[src/design/swl_regs.svh]
// Register indices, field positions and reset values of the synthesiser word and lock bank
`ifndef SWL_REGS_SVH
`define SWL_REGS_SVH

`define SWL_IDX_MAIN_CTRL 8'hc8
`define SWL_IDX_WORD_ONE_LOW 8'hca
`define SWL_IDX_WORD_TWO_LOW 8'hcd
`define SWL_IDX_WORD_TWO_MID 8'hce
`define SWL_IDX_WORD_TWO_HIGH 8'hcf
`define SWL_IDX_PLL_CTRL 8'he3
`define SWL_IDX_LOCK 8'he4
`define SWL_IDX_SPACING_LOW 8'hea
`define SWL_IDX_SPACING_HIGH 8'heb

`define SWL_RST_WORD_ONE_LOW 8'hcb
`define SWL_RST_WORD_TWO_LOW 8'h4e
`define SWL_RST_WORD_TWO_MID 8'ha5
`define SWL_RST_WORD_TWO_HIGH 8'h75
`define SWL_RST_SPACING 11'h059
`define SWL_RST_REF_DIV 5'h02

`define SWL_MAIN_SEL_BIT 0
`define SWL_PLL_DIV_MSB 7
`define SWL_PLL_DIV_LSB 3
`define SWL_PLL_ALARM_DIS_BIT 2
`define SWL_SPACING_HIGH_MSB 2
`define SWL_LOCK_STRICT_BIT 3
`define SWL_LOCK_LEN_BIT 2

`define SWL_THR_SET_NORMAL 7'h7f
`define SWL_THR_CLR_NORMAL 7'h6f
`define SWL_THR_SET_STRICT 7'h1f
`define SWL_THR_CLR_STRICT 7'h0f

`endif

[src/design/swl_pkg.sv]
// Types shared by the synthesiser word and lock bank
package swl_pkg;

   typedef enum logic [3:0] {
      SWL_SEL_NONE,
      SWL_SEL_MAIN,
      SWL_SEL_W1_LOW,
      SWL_SEL_W2_LOW,
      SWL_SEL_W2_MID,
      SWL_SEL_W2_HIGH,
      SWL_SEL_PLL,
      SWL_SEL_LOCK,
      SWL_SEL_SP_LOW,
      SWL_SEL_SP_HIGH
   } swl_sel_t;

   typedef struct packed {
      logic [6:0] count;
      logic locked;
   } swl_filt_state_t;

   typedef struct packed {
      logic pready;
      logic pslverr;
      logic [31:0] prdata;
      logic word_sel;
      logic [7:0] w1_low;
      logic [7:0] w2_low;
      logic [7:0] w2_mid;
      logic [7:0] w2_high;
      logic [10:0] spacing;
      logic [4:0] ref_div;
      logic alarm_dis;
      logic lock_strict;
      logic lock_len;
      logic [1:0] ref_sync;
      logic ref_prev;
      logic [1:0] win_sync;
      logic [1:0] hi_sync;
      logic [1:0] lo_sync;
      logic instant;
      logic alarm_hi;
      logic alarm_lo;
      logic [23:0] word_out;
   } swl_state_t;

endpackage

[src/design/swl_top.sv]
// Synthesiser word, tone spacing, reference divider and lock register bank on APB
`timescale 1ns/1ps
`default_nettype none
`include "swl_regs.svh"

module swl_top #(
   parameter int ADDR_W = 12
) (
   input wire logic pclk,
   input wire logic presetn,
   input wire logic psel,
   input wire logic penable,
   input wire logic pwrite,
   input wire logic [ADDR_W-1:0] paddr,
   input wire logic [31:0] pwdata,
   input wire logic [3:0] pstrb,
   output logic [31:0] prdata,
   output logic pready,
   output logic pslverr,
   input wire logic [15:0] synth_word_one_upper,
   input wire logic ref_clk_in,
   input wire logic lock_window_in,
   input wire logic tune_high_in,
   input wire logic tune_low_in,
   output logic [23:0] synth_word_active,
   output logic [10:0] tone_spacing_word,
   output logic [4:0] ref_divider_ratio,
   output logic lock_window_len,
   output logic phase_match_locked
);

   // ------------------------------------------------------------
   // Address decode
   // ------------------------------------------------------------

   // Printed offsets are word indices; byte address is index times four
   function automatic swl_pkg::swl_sel_t swl_decode(
      input logic [ADDR_W-1:0] addr
   );
      swl_pkg::swl_sel_t sel;
      sel = swl_pkg::SWL_SEL_NONE;
      if (addr[1:0] == 2'h0 && addr[ADDR_W-1:10] == '0) begin
         unique case (addr[9:2])
            `SWL_IDX_MAIN_CTRL: begin
               sel = swl_pkg::SWL_SEL_MAIN;
            end
            `SWL_IDX_WORD_ONE_LOW: begin
               sel = swl_pkg::SWL_SEL_W1_LOW;
            end
            `SWL_IDX_WORD_TWO_LOW: begin
               sel = swl_pkg::SWL_SEL_W2_LOW;
            end
            `SWL_IDX_WORD_TWO_MID: begin
               sel = swl_pkg::SWL_SEL_W2_MID;
            end
            `SWL_IDX_WORD_TWO_HIGH: begin
               sel = swl_pkg::SWL_SEL_W2_HIGH;
            end
            `SWL_IDX_PLL_CTRL: begin
               sel = swl_pkg::SWL_SEL_PLL;
            end
            `SWL_IDX_LOCK: begin
               sel = swl_pkg::SWL_SEL_LOCK;
            end
            `SWL_IDX_SPACING_LOW: begin
               sel = swl_pkg::SWL_SEL_SP_LOW;
            end
            `SWL_IDX_SPACING_HIGH: begin
               sel = swl_pkg::SWL_SEL_SP_HIGH;
            end
            default: begin
               sel = swl_pkg::SWL_SEL_NONE;
            end
         endcase
      end
      return sel;
   endfunction

   // ------------------------------------------------------------
   // State and combinational helpers
   // ------------------------------------------------------------

   swl_pkg::swl_state_t st;
   swl_pkg::swl_state_t next_st;
   swl_pkg::swl_sel_t sel;
   logic setup;
   logic wr_take;
   logic ref_edge;
   logic filt_locked;
   logic [7:0] rd_byte;

   // ------------------------------------------------------------
   // Filtered lock detector
   // ------------------------------------------------------------

   swl_lock_filter #(
      .CNT_W(7)
   ) u_filter (
      .pclk(pclk),
      .presetn(presetn),
      .sample_stb(ref_edge),
      .in_window(st.win_sync[1]),
      .strict(st.lock_strict),
      .locked(filt_locked)
   );

   // ------------------------------------------------------------
   // Next state
   // ------------------------------------------------------------

   always_comb begin
      next_st = st;
      sel = swl_decode(paddr);
      setup = psel & ~penable;
      // Writes land only at the edge where the access phase completes
      wr_take = psel & penable & st.pready & pwrite & pstrb[0];
      ref_edge = st.ref_sync[1] & ~st.ref_prev;
      rd_byte = 8'h00;

      // Pins from the analog side are synchronised before use
      next_st.ref_sync = {st.ref_sync[0], ref_clk_in};
      next_st.ref_prev = st.ref_sync[1];
      next_st.win_sync = {st.win_sync[0], lock_window_in};
      next_st.hi_sync = {st.hi_sync[0], tune_high_in};
      next_st.lo_sync = {st.lo_sync[0], tune_low_in};

      // One window sample per rising edge of the reference clock
      if (ref_edge) begin
         next_st.instant = st.win_sync[1];
      end

      // Disabled alarms are held at zero rather than frozen
      next_st.alarm_hi = st.alarm_dis ? 1'b0 : st.hi_sync[1];
      next_st.alarm_lo = st.alarm_dis ? 1'b0 : st.lo_sync[1];

      // Read mux
      unique case (sel)
         swl_pkg::SWL_SEL_MAIN: begin
            rd_byte = {7'h00, st.word_sel};
         end
         swl_pkg::SWL_SEL_W1_LOW: begin
            rd_byte = st.w1_low;
         end
         swl_pkg::SWL_SEL_W2_LOW: begin
            rd_byte = st.w2_low;
         end
         swl_pkg::SWL_SEL_W2_MID: begin
            rd_byte = st.w2_mid;
         end
         swl_pkg::SWL_SEL_W2_HIGH: begin
            rd_byte = st.w2_high;
         end
         swl_pkg::SWL_SEL_PLL: begin
            // Gated here as well: the alarm register lags a fresh disable by one cycle
            rd_byte = {st.ref_div, st.alarm_dis, st.alarm_hi & ~st.alarm_dis, st.alarm_lo & ~st.alarm_dis};
         end
         swl_pkg::SWL_SEL_LOCK: begin
            rd_byte = {4'h0, st.lock_strict, st.lock_len, st.instant, filt_locked};
         end
         swl_pkg::SWL_SEL_SP_LOW: begin
            rd_byte = st.spacing[7:0];
         end
         swl_pkg::SWL_SEL_SP_HIGH: begin
            rd_byte = {5'h00, st.spacing[10:8]};
         end
         default: begin
            rd_byte = 8'h00;
         end
      endcase

      // Zero-wait slave: ready is raised for the first access cycle
      next_st.pready = setup;
      next_st.pslverr = setup & (sel == swl_pkg::SWL_SEL_NONE);
      if (setup) begin
         next_st.prdata = {24'h000000, rd_byte};
      end

      if (wr_take) begin
         unique case (sel)
            swl_pkg::SWL_SEL_MAIN: begin
               next_st.word_sel = pwdata[`SWL_MAIN_SEL_BIT];
            end
            swl_pkg::SWL_SEL_W1_LOW: begin
               next_st.w1_low = pwdata[7:0];
            end
            swl_pkg::SWL_SEL_W2_LOW: begin
               next_st.w2_low = pwdata[7:0];
            end
            swl_pkg::SWL_SEL_W2_MID: begin
               next_st.w2_mid = pwdata[7:0];
            end
            swl_pkg::SWL_SEL_W2_HIGH: begin
               // Values below 0x40 are stored as written; the PLL just misbehaves
               next_st.w2_high = pwdata[7:0];
            end
            swl_pkg::SWL_SEL_PLL: begin
               // Divider outside 2..24 is not trapped here
               next_st.ref_div = pwdata[`SWL_PLL_DIV_MSB:`SWL_PLL_DIV_LSB];
               next_st.alarm_dis = pwdata[`SWL_PLL_ALARM_DIS_BIT];
            end
            swl_pkg::SWL_SEL_LOCK: begin
               next_st.lock_strict = pwdata[`SWL_LOCK_STRICT_BIT];
               next_st.lock_len = pwdata[`SWL_LOCK_LEN_BIT];
            end
            swl_pkg::SWL_SEL_SP_LOW: begin
               next_st.spacing[7:0] = pwdata[7:0];
            end
            swl_pkg::SWL_SEL_SP_HIGH: begin
               next_st.spacing[10:8] = pwdata[`SWL_SPACING_HIGH_MSB:0];
            end
            default: begin
               next_st.word_sel = st.word_sel;
            end
         endcase
      end

      // Active word follows the select bit one cycle after any change
      if (st.word_sel) begin
         next_st.word_out = {st.w2_high, st.w2_mid, st.w2_low};
      end else begin
         next_st.word_out = {synth_word_one_upper, st.w1_low};
      end
   end

   // ------------------------------------------------------------
   // State register
   // ------------------------------------------------------------

   always_ff @(posedge pclk or negedge presetn) begin
      if (!presetn) begin
         st <= '0;
         st.w1_low <= `SWL_RST_WORD_ONE_LOW;
         st.w2_low <= `SWL_RST_WORD_TWO_LOW;
         st.w2_mid <= `SWL_RST_WORD_TWO_MID;
         st.w2_high <= `SWL_RST_WORD_TWO_HIGH;
         st.spacing <= `SWL_RST_SPACING;
         st.ref_div <= `SWL_RST_REF_DIV;
      end else begin
         st <= next_st;
      end
   end

   // ------------------------------------------------------------
   // Outputs
   // ------------------------------------------------------------

   assign prdata = st.prdata;
   assign pready = st.pready;
   assign pslverr = st.pslverr;
   assign synth_word_active = st.word_out;
   assign tone_spacing_word = st.spacing;
   assign ref_divider_ratio = st.ref_div;
   assign lock_window_len = st.lock_len;
   assign phase_match_locked = filt_locked;

endmodule
`default_nettype wire

[src/design/swl_lock_filter.sv]
// Filtered lock detector: saturating count of in-window reference samples
`timescale 1ns/1ps
`default_nettype none
`include "swl_regs.svh"

module swl_lock_filter #(
   parameter int CNT_W = 7
) (
   input wire logic pclk,
   input wire logic presetn,
   input wire logic sample_stb,
   input wire logic in_window,
   input wire logic strict,
   output logic locked
);

   swl_pkg::swl_filt_state_t st;
   swl_pkg::swl_filt_state_t next_st;
   logic [CNT_W-1:0] set_thr;
   logic [CNT_W-1:0] clr_thr;

   always_comb begin
      next_st = st;
      set_thr = strict ? CNT_W'(`SWL_THR_SET_STRICT) : CNT_W'(`SWL_THR_SET_NORMAL);
      clr_thr = strict ? CNT_W'(`SWL_THR_CLR_STRICT) : CNT_W'(`SWL_THR_CLR_NORMAL);
      if (sample_stb) begin
         // Count saturates at both ends so a long run never wraps
         if (in_window) begin
            if (st.count != {CNT_W{1'b1}}) begin
               next_st.count = st.count + 1'b1;
            end
         end else begin
            if (st.count != '0) begin
               next_st.count = st.count - 1'b1;
            end
         end
      end
      // Hysteresis between the two thresholds keeps the flag from chattering
      if (next_st.count >= set_thr) begin
         next_st.locked = 1'b1;
      end else if (next_st.count <= clr_thr) begin
         next_st.locked = 1'b0;
      end
   end

   always_ff @(posedge pclk or negedge presetn) begin
      if (!presetn) begin
         st <= '0;
      end else begin
         st <= next_st;
      end
   end

   assign locked = st.locked;

endmodule
`default_nettype wire

[config.mk]
export PLATFORM = sky130hd
export DESIGN_NAME = swl_top
export DESIGN_NICKNAME = d
export VERILOG_FILES = /design/src/design/swl_pkg.sv /design/src/design/swl_top.sv /design/src/design/swl_lock_filter.sv
export VERILOG_INCLUDE_DIRS = /design/src /design/src/design
export SDC_FILE = /design/constraint.sdc
export NUM_CORES = 1
export LEC_CHECK = 0
export BUFFER_PORTS_ARGS = -buffer_cell sky130_fd_sc_hd__buf_4
export CORE_UTILIZATION = 50
export CTS_CLUSTER_SIZE = 8
export DETAILED_ROUTE_END_ITERATION = 7
export PLACE_DENSITY = 0.82
export REMOVE_ABC_BUFFERS = 1
export SKIP_CTS_REPAIR_TIMING = 1
export SLEW_MARGIN = 20
export SYNTH_ARGS = -nofsm -noshare
export SYNTH_HDL_FRONTEND = slang
export SYNTH_SLANG_ARGS = --single-unit
[constraint.sdc]
create_clock -name pclk -period 3.5 [get_ports pclk]
set_clock_uncertainty 0.2 [all_clocks]
set_input_delay 1.05 -clock pclk [delete_from_list [all_inputs] [get_ports pclk]]
set_output_delay 1.05 -clock pclk [all_outputs]
set_load 0.05 [all_outputs]
### Word-level counts from Yosys, hierarchy flattened

Index checks and enable logic that the tools add are counted.

* flip-flop bits (word level): 106
* input port bits: 73
* output and inout bits: 76
* word-level logic and storage cells: 89

* bitwise logic cells: 12
* muxes and demuxes: 14
* eq/ne operators: 19
* reductions and logical operators: 15
* magnitude comparators: 2
* add/sub/neg operators: 2

Operator list (count)
* 8-bit == test (second input constant): 9
* 8-bit one-hot mux with 9 select lines: 1
* 7-bit two-way mux: 6
* 4-bit one-hot mux with 9 select lines: 1
* 24-bit two-way mux: 1
* 2-bit AND reduction: 9
* 4-bit by 3-bit == test with 1-bit output (second input constant): 4
* 1-bit AND: 9
* 4-bit by 2-bit == test with 1-bit output (second input constant): 2
* 4-bit == test (second input constant): 2
* 7-bit by 1-bit adder with 7-bit output (second input constant): 1
* 7-bit greater-or-equal comparator: 1
* 7-bit less-or-equal comparator: 1
* 7-bit inequality test (second input constant): 1
* 7-bit nonzero test: 1
* 7-bit by 1-bit subtractor with 7-bit output (second input constant): 1
* 4-bit by 1-bit == test with 1-bit output (second input constant): 1
* 2-bit logical NOT: 2
* 4-bit logical NOT: 1
* 1-bit two-way mux: 4
* 4-bit two-way mux: 1
* 1-bit inverter: 3
* 2-bit nonzero test: 1
* 1-bit logical AND: 1

### Depth between registers and ports, before layout

* word-level depth: 7
* depth in mapped cells: 12
* depth with buffers taken out: 12

### By module

Synthesis repeated with hierarchy kept, for this count alone.

* cells, all modules: 507
* area total of the unflattened synthesis: 5920.7 sq um

Modules (own cells, without submodules)
* swl_top: cells each 409, seq. area each 2481.1 sq um, area an instance 5108.6 sq um, instances 1
* swl_lock_filter: cells each 98, seq. area each 200.2 sq um, area an instance 812.0 sq um, instances 1

### Worst setup path after synthesis

OpenSTA, ideal clock, no wires.

* path type: input port to flip-flop
* start: in paddr[4]
* end: reg st[71] (netlist bit)
* arrival time: 2.818 ns
* buffers on the path: 2
* required time: 3.175 ns
* slack: 0.357 ns
* cell stages on the path: 8
* library setup time: 0.125 ns
* cell sequence: buf_6 > or3b_4 > a2111oi_4 > nor2_4 > nor2_4 > and3_4 > buf_6 > mux2_2

* word-level cells in the longest chain between the ends: 5
* elaborated cells between the ends (all ways): 13
* classes of those cells: eq/ne: 10; mux: 2; reduce/logical: 1

Ends and longest elaborated chain
* start: declaration: line swl_top.sv:14 `input wire logic [ADDR_W-1:0] paddr,`
* 8-bit == test: line swl_top.sv:43 `unique case (addr[9:2])`
* 4-bit one-hot mux with 9 select lines (*): line swl_top.sv:43
* 4-bit two-way mux (*): line swl_top.sv:42 `if (addr[1:0] == 2'h0 && addr[ADDR_W-1:10] == '0) begin`
* 4-bit by 2-bit == test with 1-bit output (*): line swl_top.sv:179 `unique case (sel)`
* 2-bit AND reduction (no line) (*)
* end signal: assignment: line swl_top.sv:239 `st <= next_st;`
* end: declaration: line swl_top.sv:83 `swl_pkg::swl_state_t st;`

Every way passes the cells marked *; elsewhere a longest branch is shown, timed or not.
A chain may end at the register's enable or synchronous reset.

### Worst setup path after layout

* start: in paddr[3]
* end: reg st, in the netlist tone_spacing_word[1]

* word-level cells in the longest chain between the ends: 5
* elaborated cells between the ends (all ways): 13
* classes of those cells: eq/ne: 10; mux: 2; reduce/logical: 1

Ends and longest elaborated chain (line)
* 8-bit == test: swl_top.sv:43
* 4-bit one-hot mux with 9 select lines (*): swl_top.sv:43
* 4-bit two-way mux (*): swl_top.sv:42
* 4-bit == test (*): swl_top.sv:179
* 2-bit AND reduction (no line) (*)

Marks and branches as above.

==> run metrics <==
first-pass GRT wire length between 20000 and 25000 µm; met1 Use GR a little under a third; htree depth 3; R2R setup slack ~0.54 ns; RSZ-0062 raised after global routing no; width of the die ~110 µm; sequential area share after synthesis ~46%; CP Capture Point tone_spacing_word[1]; synthesized cell area between 5000 and 6000 µm²; initial antenna violation count 0; antenna-violating nets left 0; Worst EP arrival about 3 ns; Reg clk slew, reported paths 0.08 ns; Initial Util ~51%; Distinct cells, synth 78; critical path startpoint paddr[3]; drt first pass iters 4; top_reg_cell synth dfrtp_1; routability cong. 0.880; Logic pwr share 16.0%; TritonCTS clock tree done; vias in the first global route about 4000; Slew HR 57.7%; Mean Syn Cell Area roughly 11 µm²; GR Overflow Total 0; worst-margin pin slew between 0.6 and 0.7 ns; total CTS buffers 9; Syn Inst Count slightly above 500; sw frac about 30%; Reg power frac approximately 48%; max_cap viols 0; DP Wirelength just under 10000 µm; synthesized flop and latch total between 100 and 150; hold_sp next_st[32]; WL per Instance ~19 µm; final-report hold violation count 0; Ys Warns 0; Switch Pwr 836 µW; io pins about 150; ys async rst share 100%; die area roughly 12000 µm²; Tcrit/Tclk final a little over four fifths; total track usage 23.2%; CTS Sinks 106; final setup fails 0; Hold Slack approximately 0.15 ns; WS Path Type in -> reg; drt drc 0; Total Nets Final 645; Syn-to-layout area delta 13.4%; M3 GR Usage 4.82%; Post-synth EDFFs 0; Leak just over 0.003 µW; via/cell ratio ~5.7; Die Ht approximately 110 µm; worst r2r dst u_filter.locked; Core Area 11400 µm²; Reg2Reg Depth 12; Pwr Density between 400 and 500 nW/µm²; peak supply drop approximately 0.25 mV; Clk pwr share a little over a third; clk buf depth 2; Int Power between 1500 and 2000 µW; CP required around 3.5 ns; R2R Path Start u_filter.st[1]; Final Max Slew Viols 0; DRT iter0 DRCs between 200 and 300; Routed WL 13300 µm; via count between 4000 and 5000; Sum Neg Setup Slack 0 ns; root buffer cell clkbuf_16; layout cells sized above 1 between 40% and 50%; Skew-Pair Late Insertion Delay about 0.35 ns; Cell Rows 39; fmax ~340 MHz; critical path peak fanout 18; Antenna diodes 0; status completed; CP startpoint kind input pin; min Tclk post-route 2.97 ns; largest net degree at the start of global routing 60; hold crit path type reg -> reg; Fill cells 928; GRT met2 Usage ~37%; port bufs a little under 100; GRT busiest layer met2; crit end category flip-flop
-- metal layers --
layer,vias up,part of all wire [%]
li1,1875,-
met1,2024,42
met2,148,49
met3,36,5.1
met4,0,3.2
met5,-,0
-- worst max-delay path: stages --
cell	delay (ns)
buf_4	0.17
nand3b_1	0.23
a211oi_1	0.17
nor2_4	0.32
nand2b_2	0.16
nor2_2	0.48
mux2_2	0.41
-- power by group through the flow --
stage | clock network, µW | logic (µW) | registers, µW
2_1_floorplan | 0 | 255 | 1380
3_3_place_gp | 0 | 433 | 1350
3_5_place_dp | 0 | 447 | 1360
4_1_cts | 1030 | 450 | 1340
5_1_grt | 1080 | 489 | 1350
6_report | 1010 | 448 | 1340
-- kinds of logic (layout without fill, tap and decap cells) --
kind of cell / after synthesis / count (layout) / synth area share, %
muxes: 87 / 87 / 16.7
DFF: 106 / 106 / 45.9
AOI/OAI and AO/OA: 79 / 79 / 10.5
buffers and inverters: 100 / 137 / 11.7
xor gates and xnor gates: 2 / 2 / 0.300
and+or+nand+nor: 134 / 134 / 14.0
other: 1 / 24 / 0.0642
adders and majority gates: 4 / 4 / 0.857
-- registers in the layout, summed over array words and instances (netlist names) --
register and flops:
lock_window_len 1, next_st 5, prdata 8, pready 1, pslverr 1, ref_divider_ratio 5, st 42, synth_word_active 24
tone_spacing_word 11, u_filter.locked 1, u_filter.st 7
-- through the flow --
stage | instances | util, % | setup WS (ns) | cell area (µm²) | power [µW]
floorplan | 442 | - | 0.243 | 5270 | 1640
global placement | 700 | 55.3 | 0.206 | 6320 | 1790
detailed placement | 700 | 55.3 | 0.177 | 6320 | 1810
CTS | 716 | 58.0 | 0.526 | 6620 | 2810
global route | 716 | 58.0 | 0.286 | 6620 | 2920
finish | 716 | 58.0 | 0.526 | 6620 | 2800
-- final cells by class --
cell class | instances | area (µm²) | area share (%)
Clock buffer | 10 | 239 | 3.61
Clock inverter | 6 | 63.8 | 0.964
Inverter | 6 | 22.5 | 0.340
Multi-Input combinational cell | 330 | 2560 | 38.7
Sequential cell | 106 | 2680 | 40.5
Tap cell | 143 | 179 | 2.70
Timing Repair Buffer | 115 | 876 | 13.2
-- cell usage in the layout (no fill, tap or decap), types with 10 or more instances in the layout --
master / instances
mux2_2: 78
nand3_1: 10
o21ai_0: 10
nor2_1: 13
conb_1: 24
a21oi_1: 13
dfstp_2: 23
buf_4: 114
dfrtp_1: 83
nand2_1: 31
-- Yosys cell counts, types with 7 or more instances --
| master | instances | area, µm² |
|---|---|---|
| o21ai_0 | 10 | 50.1 |
| nand3_1 | 10 | 50.1 |
| clkbuf_1 | 9 | 33.8 |
| and2_1 | 7 | 43.8 |
| a21oi_1 | 13 | 65.1 |
| mux2_2 | 78 | 878 |
| dfrtp_1 | 83 | 2080 |
| nand2b_1 | 7 | 43.8 |
| buf_4 | 73 | 548 |
| nand2_1 | 31 | 116 |
| nand4_1 | 8 | 50.1 |
| dfstp_2 | 23 | 604 |
| buf_2 | 7 | 35.0 |
| nor2_1 | 13 | 48.8 |
| mux2i_1 | 8 | 80.1 |
-- worst min path at each step --
stage             endpoint  cells after the start
6_report            st[32]                      0
3_3_place_gp        st[32]                      0
5_1_grt             st[28]                      0
2_1_floorplan  next_st[33]                      0
4_1_cts             st[28]                      0
3_5_place_dp        st[28]                      0
Power figures use the tool's default switching activity.
